File: src/core/event_router_defines.svh
`ifndef EVENT_ROUTER_DEFINES_SVH
`define EVENT_ROUTER_DEFINES_SVH

// channel, generator and user counts
`define ER_ASYNC_CH 2
`define ER_SYNC_CH 1
`define ER_ASYNC_GEN 18
`define ER_SYNC_GEN 20
`define ER_ASYNC_USERS 11
`define ER_SYNC_USERS 2
// source selector encodings: zero means off, n selects generator n-1
`define ER_SRC_OFF 8'h00
// user selector encodings
`define ER_USR_OFF 8'h00
`define ER_USR_SYNC0 8'h01
`define ER_USR_ASYNC0 8'h03
`define ER_USR_ASYNC1 8'h04
// async-capable users that drive the event pins
`define ER_PIN_USER_BASE 8
`define ER_PIN_COUNT 3

`endif

File: src/core/event_router_pkg.sv
package event_router_pkg;
  typedef logic [7:0] sel_type;
endpackage : event_router_pkg

File: src/core/channel_source_mux.sv
`timescale 1ns/100ps
`default_nettype none
`include "event_router_defines.svh"

// picks one generator per channel and applies a one-cycle software inversion
module channel_source_mux #(
  parameter int gens = 18
) (
  // generators
  input wire logic [gens-1:0] gen_i,
  // selection and strobe
  input wire event_router_pkg::sel_type sel_i,
  input wire logic invert_i,
  // channel
  output logic chan_o
);
  logic picked;
  always_comb begin
    picked = 1'b0;
    for (int g = 0; g < gens; g++) begin
      if (sel_i == 8'(g + 1)) begin
        picked = gen_i[g];
      end
    end
    chan_o = picked ^ invert_i;
  end
endmodule : channel_source_mux
`default_nettype wire

File: src/core/event_routing_unit.sv
// How it works
// - each channel carries exactly one selected generator
// - two async channels and one sync
// - generator pulse or level passes unchanged
// - async channels async sources, sync sync
// - source selectors reset to off
// - each user has own channel multiplexer
// - async users also take sync channels
// - user multiplexers reset to off
// - strobe inverts channel for one cycle
// - written one bit strobes matching channel
// - users see strobes like generator events
// - registers clocked, user events registered after combinational routing
// - no strobe while peripheral clock halted
// - three async users (8 to 10) drive event pins
// - sync-only users select only sync channels
// - debug mode leaves router untouched
`timescale 1ns/100ps
`default_nettype none
`include "event_router_defines.svh"

module event_routing_unit (
  // clock and reset
  input wire logic clock_i,
  input wire logic reset_n_i,
  // generators
  input wire logic [`ER_ASYNC_GEN-1:0] async_gen_i,
  input wire logic [`ER_SYNC_GEN-1:0] sync_gen_i,
  // configuration writes
  input wire logic async_src_we_i,
  input wire logic [0:0] async_src_idx_i,
  input wire logic sync_src_we_i,
  input wire logic async_user_we_i,
  input wire logic [3:0] async_user_idx_i,
  input wire logic sync_user_we_i,
  input wire logic [0:0] sync_user_idx_i,
  input wire event_router_pkg::sel_type wdata_i,
  // software strobes
  input wire logic async_trig_we_i,
  input wire logic sync_trig_we_i,
  input wire logic [7:0] trig_data_i,
  // debug request has no effect
  input wire logic debug_i,
  // events to users and pins
  output logic [`ER_ASYNC_USERS-1:0] async_user_event_o,
  output logic [`ER_SYNC_USERS-1:0] sync_user_event_o,
  output logic [`ER_PIN_COUNT-1:0] event_pin_output_o,
  // selector readback
  output event_router_pkg::sel_type async_src0_o,
  output event_router_pkg::sel_type async_src1_o,
  output event_router_pkg::sel_type sync_src0_o
);
  event_router_pkg::sel_type async_src_r [`ER_ASYNC_CH];
  event_router_pkg::sel_type async_src_nxt [`ER_ASYNC_CH];
  event_router_pkg::sel_type sync_src_r;
  event_router_pkg::sel_type sync_src_nxt;
  event_router_pkg::sel_type async_user_r [`ER_ASYNC_USERS];
  event_router_pkg::sel_type async_user_nxt [`ER_ASYNC_USERS];
  event_router_pkg::sel_type sync_user_r [`ER_SYNC_USERS];
  event_router_pkg::sel_type sync_user_nxt [`ER_SYNC_USERS];
  logic [`ER_ASYNC_CH-1:0] async_inv_r;
  logic [`ER_ASYNC_CH-1:0] async_inv_nxt;
  logic sync_inv_r;
  logic sync_inv_nxt;
  logic [`ER_ASYNC_USERS-1:0] async_ev_nxt;
  logic [`ER_SYNC_USERS-1:0] sync_ev_nxt;
  logic [`ER_ASYNC_USERS-1:0] async_ev_r;
  logic [`ER_SYNC_USERS-1:0] sync_ev_r;
  logic [`ER_ASYNC_CH-1:0] async_chan;
  logic sync_chan;
  logic debug_unused;

  assign debug_unused = debug_i;

  // configuration and strobe state
  always_comb begin
    async_src_nxt = async_src_r;
    sync_src_nxt = sync_src_r;
    async_user_nxt = async_user_r;
    sync_user_nxt = sync_user_r;
    if (async_src_we_i) begin
      async_src_nxt[async_src_idx_i] = wdata_i;
    end
    if (sync_src_we_i) begin
      sync_src_nxt = wdata_i;
    end
    if (async_user_we_i && async_user_idx_i < 4'(`ER_ASYNC_USERS)) begin
      async_user_nxt[async_user_idx_i] = wdata_i;
    end
    if (sync_user_we_i) begin
      sync_user_nxt[sync_user_idx_i] = (wdata_i == `ER_USR_SYNC0) ? wdata_i : `ER_USR_OFF;
    end
    // strobes last exactly one cycle and never queue
    async_inv_nxt = async_trig_we_i ? trig_data_i[`ER_ASYNC_CH-1:0] : '0;
    sync_inv_nxt = sync_trig_we_i & trig_data_i[0];
  end

  always_ff @(posedge clock_i or negedge reset_n_i) begin
    if (!reset_n_i) begin
      for (int i = 0; i < `ER_ASYNC_CH; i++) begin
        async_src_r[i] <= `ER_SRC_OFF;
      end
      sync_src_r <= `ER_SRC_OFF;
      for (int i = 0; i < `ER_ASYNC_USERS; i++) begin
        async_user_r[i] <= `ER_USR_OFF;
      end
      for (int i = 0; i < `ER_SYNC_USERS; i++) begin
        sync_user_r[i] <= `ER_USR_OFF;
      end
      async_inv_r <= '0;
      sync_inv_r <= 1'b0;
    end else begin
      // strobes exist only on clock edges
      async_src_r <= async_src_nxt;
      sync_src_r <= sync_src_nxt;
      async_user_r <= async_user_nxt;
      sync_user_r <= sync_user_nxt;
      async_inv_r <= async_inv_nxt;
      sync_inv_r <= sync_inv_nxt;
    end
  end

  // channel sources, two async and one sync
  genvar c;
  generate
    for (c = 0; c < `ER_ASYNC_CH; c++) begin : g_async_ch
      channel_source_mux #(.gens(`ER_ASYNC_GEN)) u_src (
        .gen_i(async_gen_i),
        .sel_i(async_src_r[c]),
        .invert_i(async_inv_r[c]),
        .chan_o(async_chan[c])
      );
    end
  endgenerate

  channel_source_mux #(.gens(`ER_SYNC_GEN)) u_sync_src (
    .gen_i(sync_gen_i),
    .sel_i(sync_src_r),
    .invert_i(sync_inv_r),
    .chan_o(sync_chan)
  );

  // per-user multiplexers
  genvar u;
  generate
    for (u = 0; u < `ER_ASYNC_USERS; u++) begin : g_async_user
      always_comb begin
        unique case (async_user_r[u])
          `ER_USR_SYNC0: async_ev_nxt[u] = sync_chan;
          `ER_USR_ASYNC0: async_ev_nxt[u] = async_chan[0];
          `ER_USR_ASYNC1: async_ev_nxt[u] = async_chan[1];
          default: async_ev_nxt[u] = 1'b0;
        endcase
      end
    end
    for (u = 0; u < `ER_SYNC_USERS; u++) begin : g_sync_user
      always_comb begin
        sync_ev_nxt[u] = (sync_user_r[u] == `ER_USR_SYNC0) & sync_chan;
      end
    end
  endgenerate

  // outputs registered as the house style requires
  always_ff @(posedge clock_i or negedge reset_n_i) begin
    if (!reset_n_i) begin
      async_ev_r <= '0;
      sync_ev_r <= '0;
    end else begin
      async_ev_r <= async_ev_nxt;
      sync_ev_r <= sync_ev_nxt;
    end
  end

  assign async_user_event_o = async_ev_r;
  assign sync_user_event_o = sync_ev_r;
  assign event_pin_output_o = async_ev_r[`ER_PIN_USER_BASE +: `ER_PIN_COUNT];
  assign async_src0_o = async_src_r[0];
  assign async_src1_o = async_src_r[1];
  assign sync_src0_o = sync_src_r;
endmodule : event_routing_unit
`default_nettype wire

File: config.mk
export PLATFORM = sky130hd
export DESIGN_NAME = event_routing_unit
export DESIGN_NICKNAME = d
export VERILOG_FILES = /design/src/core/event_router_pkg.sv /design/src/core/channel_source_mux.sv /design/src/core/event_routing_unit.sv
export VERILOG_INCLUDE_DIRS = /design/src /design/src/core
export SDC_FILE = /design/constraint.sdc
export NUM_CORES = 1
export LEC_CHECK = 0
export BUFFER_PORTS_ARGS = -buffer_cell sky130_fd_sc_hd__buf_2
export CAP_MARGIN = 25
export CELL_PAD_IN_SITES_DETAIL_PLACEMENT = 1
export CELL_PAD_IN_SITES_GLOBAL_PLACEMENT = 1
export CORE_UTILIZATION = 40
export DETAILED_ROUTE_END_ITERATION = 8
export GPL_TIMING_DRIVEN = 0
export PLACE_DENSITY_LB_ADDON = 0.25
export SYNTH_ARGS = -nofsm -noshare
export SYNTH_HDL_FRONTEND = slang
export SYNTH_HIERARCHICAL = 1
export SYNTH_SLANG_ARGS = --single-unit
File: constraint.sdc
create_clock -name clock_i -period 4.1 [get_ports clock_i]
set_input_delay 0.82 -clock clock_i [delete_from_list [all_inputs] [get_ports clock_i]]
set_output_delay 0.82 -clock clock_i [all_outputs]
set_load 0.01 [all_outputs]
# Yosys cells after proc, flatten, opt, wreduce, memory -nomap -nowiden
# Cells that the tools add are included.
# Widths: inputs -> output; s select.
[totals] regBits=144 inputBits=69
[op_classes] magnitude_cmp=7 bitwise=9 mux=78 n_reduce_logical=4 n_eq_ne=92
[op_table] cell="$eq 8x4->1 const B" n=24
[op_table] cell="$eq 8x3->1 const B" n=23
[op_table] cell="$eq 8x1->1 const B" n=17
[op_table] cell="$eq 8x2->1 const B" n=17
[op_table] cell="$bwmux 88" n=1
[op_table] cell="$eq 8x5->1 const B" n=11
[op_table] cell="$mux 1" n=56
[op_table] cell="$pmux 1 s3" n=11
[op_table] cell="$bwmux 16" n=2
[op_table] cell="$demux 8 s4" n=1
[op_table] cell="$mux 8" n=4
[op_table] cell="$demux 8 s1" n=2
[op_table] cell="$ge 5x5->1 const B" n=1
[op_table] cell="$lt 5x1->1 const B" n=1
[op_table] cell="$not 4->5" n=1
[op_table] cell="$ge 2x2->1 const B" n=2
[op_table] cell="$logic_and 1x1->1" n=4
[op_table] cell="$lt 2x1->1 const B" n=2
[op_table] cell="$lt 4x4->1 const B" n=1
[op_table] cell="$not 1->2" n=2
[op_table] cell="$and 1x1->1" n=3
[op_table] cell="$xor 1x1->1" n=3
[op_table] cell="$mux 2" n=1

# Longest topological paths before layout
[depth] ltp_word=23 mapped_depth=10

# Modules after synthesis
# The synthesis kept the hierarchy.
[by_module_without_submodules] module="event_routing_unit" instances=1 cells_each=398 area_each_um2=5804.3 seq_area_each_um2=3603.5
[by_module_without_submodules] module="channel_source_mux at g_async_ch[0].u_src ..." instances=2 cells_each=43 area_each_um2=340.3 seq_area_each_um2=0.0
[by_module_without_submodules] module="channel_source_mux at u_sync_src" instances=1 cells_each=40 area_each_um2=281.5 seq_area_each_um2=0.0

# Worst setup path after synthesis
# Ideal clock, no wire load.
[synth_timing] kind="input-to-reg" from="in async_gen_i[4]" to="reg async_ev_r[0] (netlist: async_user_event_o[0])" stages=8 t_arrival_ns=2.733 required_ns=3.989 path_buffers=1 setup_ns=0.111 setup_slack_ns=1.255 path_cell_list="mux2_1 -> and3_1 -> a2111oi_2 -> nor2b_1 -> a221oi_2 -> buf_4 -> or4b_1 -> a2111oi_2"
[synth_via] elab_chain_cells=16
[synth_rtl] element="from (decl)" line_no="event_routing_unit.sv:27" text="input wire logic [`ER_ASYNC_GEN-1:0] async_gen_i,"
[synth_rtl] element="$mux 1 (14 in a row)" line_no="channel_source_mux.sv:21" text="if (sel_i == 8'(g + 1)) begin"
[synth_rtl] element="$xor 1x1->1" line_no="channel_source_mux.sv:25" text="chan_o = picked ^ invert_i;"
[synth_rtl] element="named net async_chan[1]" line_no="event_routing_unit.sv:69" text="logic [`ER_ASYNC_CH-1:0] async_chan;"
[synth_rtl] element="$pmux 1 s3" line_no="event_routing_unit.sv:148" text="unique case (async_user_r[u])"
[synth_rtl] element="named net async_ev_nxt[0]" line_no="event_routing_unit.sv:65" text="logic [`ER_ASYNC_USERS-1:0] async_ev_nxt;"
[synth_rtl] element="to (signal assigned)" line_no="event_routing_unit.sv:169" text="async_ev_r <= async_ev_nxt;"
[synth_rtl] element="to (decl)" line_no="event_routing_unit.sv:67" text="logic [`ER_ASYNC_USERS-1:0] async_ev_r;"
# The timed path passes the listed nets, and every way through them passes these cells.
# A chain may end at the register's enable or synchronous reset.

# Worst setup path in the final report
[layout_timing] from="reg sync_src_r[7] (netlist: sync_src0_o[7])" to="reg async_ev_r[0] (netlist: async_user_event_o[0])"
[layout_via] elab_chain_cells=23
[layout_rtl] element="from (decl)" line_no="event_routing_unit.sv:55" text="event_router_pkg::sel_type sync_src_r;"
[layout_rtl] element="from (signal assigned)" line_no="event_routing_unit.sv:103" text="sync_src_r <= `ER_SRC_OFF;"
[layout_rtl] element="from (signal assigned)" line_no="event_routing_unit.sv:115" text="sync_src_r <= sync_src_nxt;"
[layout_rtl] element="$eq 8x1->1" line_no="channel_source_mux.sv:21"
[layout_rtl] element="$mux 1 (19 in a row)" line_no="channel_source_mux.sv:21"
[layout_rtl] element="$mux 1 (*)" line_no="channel_source_mux.sv:21"
[layout_rtl] element="$xor 1x1->1 (*)" line_no="channel_source_mux.sv:25"
[layout_rtl] element="named net sync_chan" line_no="event_routing_unit.sv:70" text="logic sync_chan;"
[layout_rtl] element="$pmux 1 s3 (*)" line_no="event_routing_unit.sv:148"
[layout_rtl] element="named net async_ev_nxt[0]" line_no="event_routing_unit.sv:65"
# Mark *: on every way through the listed nets, which the timed path passes. The rest lies on a longest branch.

==> summary.txt <==
Drt
  • Post-Route WL: 17200 µm
  • Total number of vias: 4746
  • DR WL/cell: roughly 20 µm
  • Initial DRC count: between 150 and 200
  • DR vias/cell: between 5 and 6
  • DRC: 0
  • Routed Antenna Nets: 0
  • First-pass DRT Iterations: 4

Clock tree
  • CTS Buf Count: 17
  • CTS tree: built
  • H-tree depth: 4
  • Cts hold-fix bufs: 0
  • Worst-Skew Late Latency: between 400 and 500 ps
  • Clock tree sinks: around 140
  • Postcts setup bufs: 0
  • Clock-pin slew on the worst setup and hold paths: 60 ps
  • Clock Tree Buf Depth: 2
  • Cts repair resizes: 0
  • CTS root buf: clkbuf_16

Placed design
  • Dpl cells: 845
  • IO Port Bufs: 100
  • Hpwl dp: 11900 µm
  • RD Place Congestion: between 0.8 and 0.9

Logic synthesis
  • Post-synthesis instance total: 524
  • Post-synth top flop: dfrtp_1
  • Post-synth EDFFs: 0
  • Post-synthesis cell type count: 60
  • Simple-Gate Fraction of Synth Area: 14.6%
  • Mux cell area share after synthesis: 20.6%
  • Avg Cell Area, Syn: 12.9 µm²
  • Adder-cell area share of the yosys netlist: 0%
  • XOR/XNOR share of the synthesized area: less than 1%
  • Syn nets: a little under 600
  • Synthesized area: 6770 µm²
  • Seq cells post-synth: 144
  • Largest family of logic cells by synthesized area: multiplexers
  • Synth Area in Compound Gates: 8.34%
  • Post-synth ARST share: 100%
  • Sequential fraction of the synthesis area: about 53%
  • Synth warn: 6

Power and ir drop
  • PD cells: 484 nW/µm²
  • Flop pwr share: between 40 and 50%
  • Gate power share: 17.3%
  • Worst vdd rail ir drop: 364 µV
  • Net Switching: 1.10 mW
  • Leakage: between 3 and 4 nW
  • Int Power: around 2.8 mW
  • Clock Power Share: 35.6%
  • Sw frac: 28.0%

Floorplanning
  • Core area: 16500 µm²
  • DIE AREA: 17400 µm²
  • Die Ht: 132 µm
  • Die Wd: 132 µm
  • Initial cell density of the core: 40.9%
  • # rows: 47
  • IO Pins: 109

Timing
  • Setup tns final: 0 ps
  • RSZ-0062 raised after global routing: no
  • Setup Viol. Count Final: 0
  • Minimum clock period: between 3000 and 4000 ps
  • Max Slew Vio Count: 0
  • Final period util: 83.9%
  • Maximum clock rate: slightly below 0.3 GHz
  • Final Hold Fails: 0
  • Clk_skew: 10.3 ps
  • Slew @ Worst Pin: 792 ps
  • Max transition margin: a little under half

Worst setup path
  • Crit Path Category: flip-flop to flip-flop
  • Startpoint Class: flip-flop
  • CP peak stage delay: 630 ps
  • CP delay by family, top: compound AO/OA/AOI/OAI gates
  • Crit path buf inv count: 1
  • CP arrival: about 3700 ps
  • Worst path slowest cell: clkbuf_1
  • CP max FO: 10
  • Endpoint class of the critical path: flip-flop
  • Critical path required time: roughly 4400 ps
  • Critical path, cell by cell: or4_4 > a311oi_1 > o31a_1 > a221o_1 > xor2_1 > clkbuf_1 > o211ai_1 > a2111oi_2

Global route
  • Initial antenna violation count: 0
  • Via count of the first global-routing pass: between 5000 and 6000
  • GRT Resource Usage Total: around a fifth
  • First-pass GRT wire length: 27900 µm
  • Largest net degree at the start of global routing: 89
  • Total grt overflow: 0

Hold path
  • Worst min-delay path class: input pin to async pin

Layout
  • Final std cells w/o fill: roughly 900
  • Most common cell after layout, fill and taps aside: dfrtp_1
  • FILL cells: between 1500 and 2000
  • Share of cells above drive strength 1: 43.8%
  • Area Growth Syn to Fin: 20.0%
  • N_diodes: 0
  • Final design utilization: 49.1%
  • Register area: 3600 µm²
  • Nets: 713
  • Commonest cells after routing, fill and taps aside: dfrtp_1 (144), mux2_2 (114), buf_2 (107), and2_1 (17), clkbuf_16 (17)
  • Area of the multi-input gates: around 3000 µm²

Flow run
  • MaxCap Viol Count: 0

Outcome
  • Status: completed
==> cell families (layout without fill, tap and decap cells) <==
logic type | count (synthesis) | count (layout)
AND/OR/NAND/NOR | 145 | 145
AO/OA/AOI/OAI | 66 | 66
flip-flops | 144 | 144
multiplexers | 125 | 125
buffers and inverters | 43 | 176
XOR/XNOR | 1 | 1
==> power by group through the flow <==
stage / Combinational, mW / Clock, mW / Sequential (mW)
detailed placement: 0.686 / 0 / 1.87
finish: 0.680 / 1.40 / 1.85
global route: 0.746 / 1.49 / 1.88
global placement: 0.648 / 0 / 1.84
floorplan: 0.451 / 0 / 1.83
CTS: 0.694 / 1.43 / 1.85
==> cell type report <==
| type | count | area share, % |
|---|---|---|
| multi-input combinational | 337 | 36.4 |
| inverter | 16 | 0.739 |
| clock buffer | 20 | 5.62 |
| timing repair buffer | 101 | 6.58 |
| buffer | 27 | 1.83 |
| clock inverter | 12 | 1.09 |
| tap | 220 | 3.39 |
| sequential | 144 | 44.4 |
==> metal layers <==
metal	global-route usage, %	vias to the layer above	wire length (µm)
met3	3.96	24	569
met2	36.7	124	8750
met5	0	-	0
met4	7.11	0	309
li1	-	2175	-
met1	25.5	2423	7550
==> registers in the layout (all words and copies together) (netlist names) <==
| name | count |
|---|---|
| sync_user_r | 16 |
| sync_user_event_o | 2 |
| sync_src0_o | 8 |
| async_src0_o | 8 |
| async_user_r | 88 |
| async_src1_o | 8 |
| async_inv_r | 2 |
| sync_inv_r | 1 |
| async_user_event_o | 11 |
==> synthesized netlist by cell type, types with 5 or more instances <==
library cell / instances / share of area, %
nand2_1: 15 / 0.83
a2111oi_2: 9 / 2.0
or4b_1: 7 / 1.0
or4_1: 14 / 1.6
or2b_1: 5 / 0.55
o211ai_1: 10 / 1.1
nor3_1: 5 / 0.37
dfrtp_1: 144 / 53
and2_1: 17 / 1.6
clkbuf_1: 12 / 0.67
nor2_2: 5 / 0.46
mux2i_1: 9 / 1.3
buf_2: 8 / 0.59
nor3b_1: 5 / 0.55
mux2_2: 114 / 19
inv_1: 16 / 0.89
nor2b_1: 9 / 0.83
o21ai_0: 10 / 0.74
nand3b_1: 9 / 1.0
nand2b_1: 11 / 1.0
nor2_1: 8 / 0.44
nand4_1: 6 / 0.55
a211o_1: 5 / 0.65
a21oi_1: 5 / 0.37
==> metrics by stage <==
step	hold slack, ps	total power [mW]	instance area, µm²	setup WS (ps)
after floorplan	399	2.28	6770	1260
after global placement	416	2.49	7540	314
final	364	3.93	8120	661
after CTS	374	3.97	8120	595
after detailed placement	412	2.56	7580	291
after global routing	396	4.12	8120	507
==> path summary, 6_finish.rpt <==
| kind | startpoint | endpoint | slack (ps) | cells after the start |
|---|---|---|---|---|
| worst max-delay path | sync_src0_o[7] | async_user_event_o[0] | 660 | 8 |
| worst min-delay path | reset_n_i | sync_src0_o[0] | 360 | 1 |
| worst max register to register | sync_src0_o[7] | async_user_event_o[0] | 660 | 8 |
| worst min register to register | async_user_r[30] | async_user_event_o[7] | 430 | 1 |
| max in group asynchronous | reset_n_i | async_user_r[67] | 2910 | 2 |
| min in group clock_i | async_user_r[30] | async_user_event_o[7] | 430 | 1 |
Power figures use the tool's default switching activity.
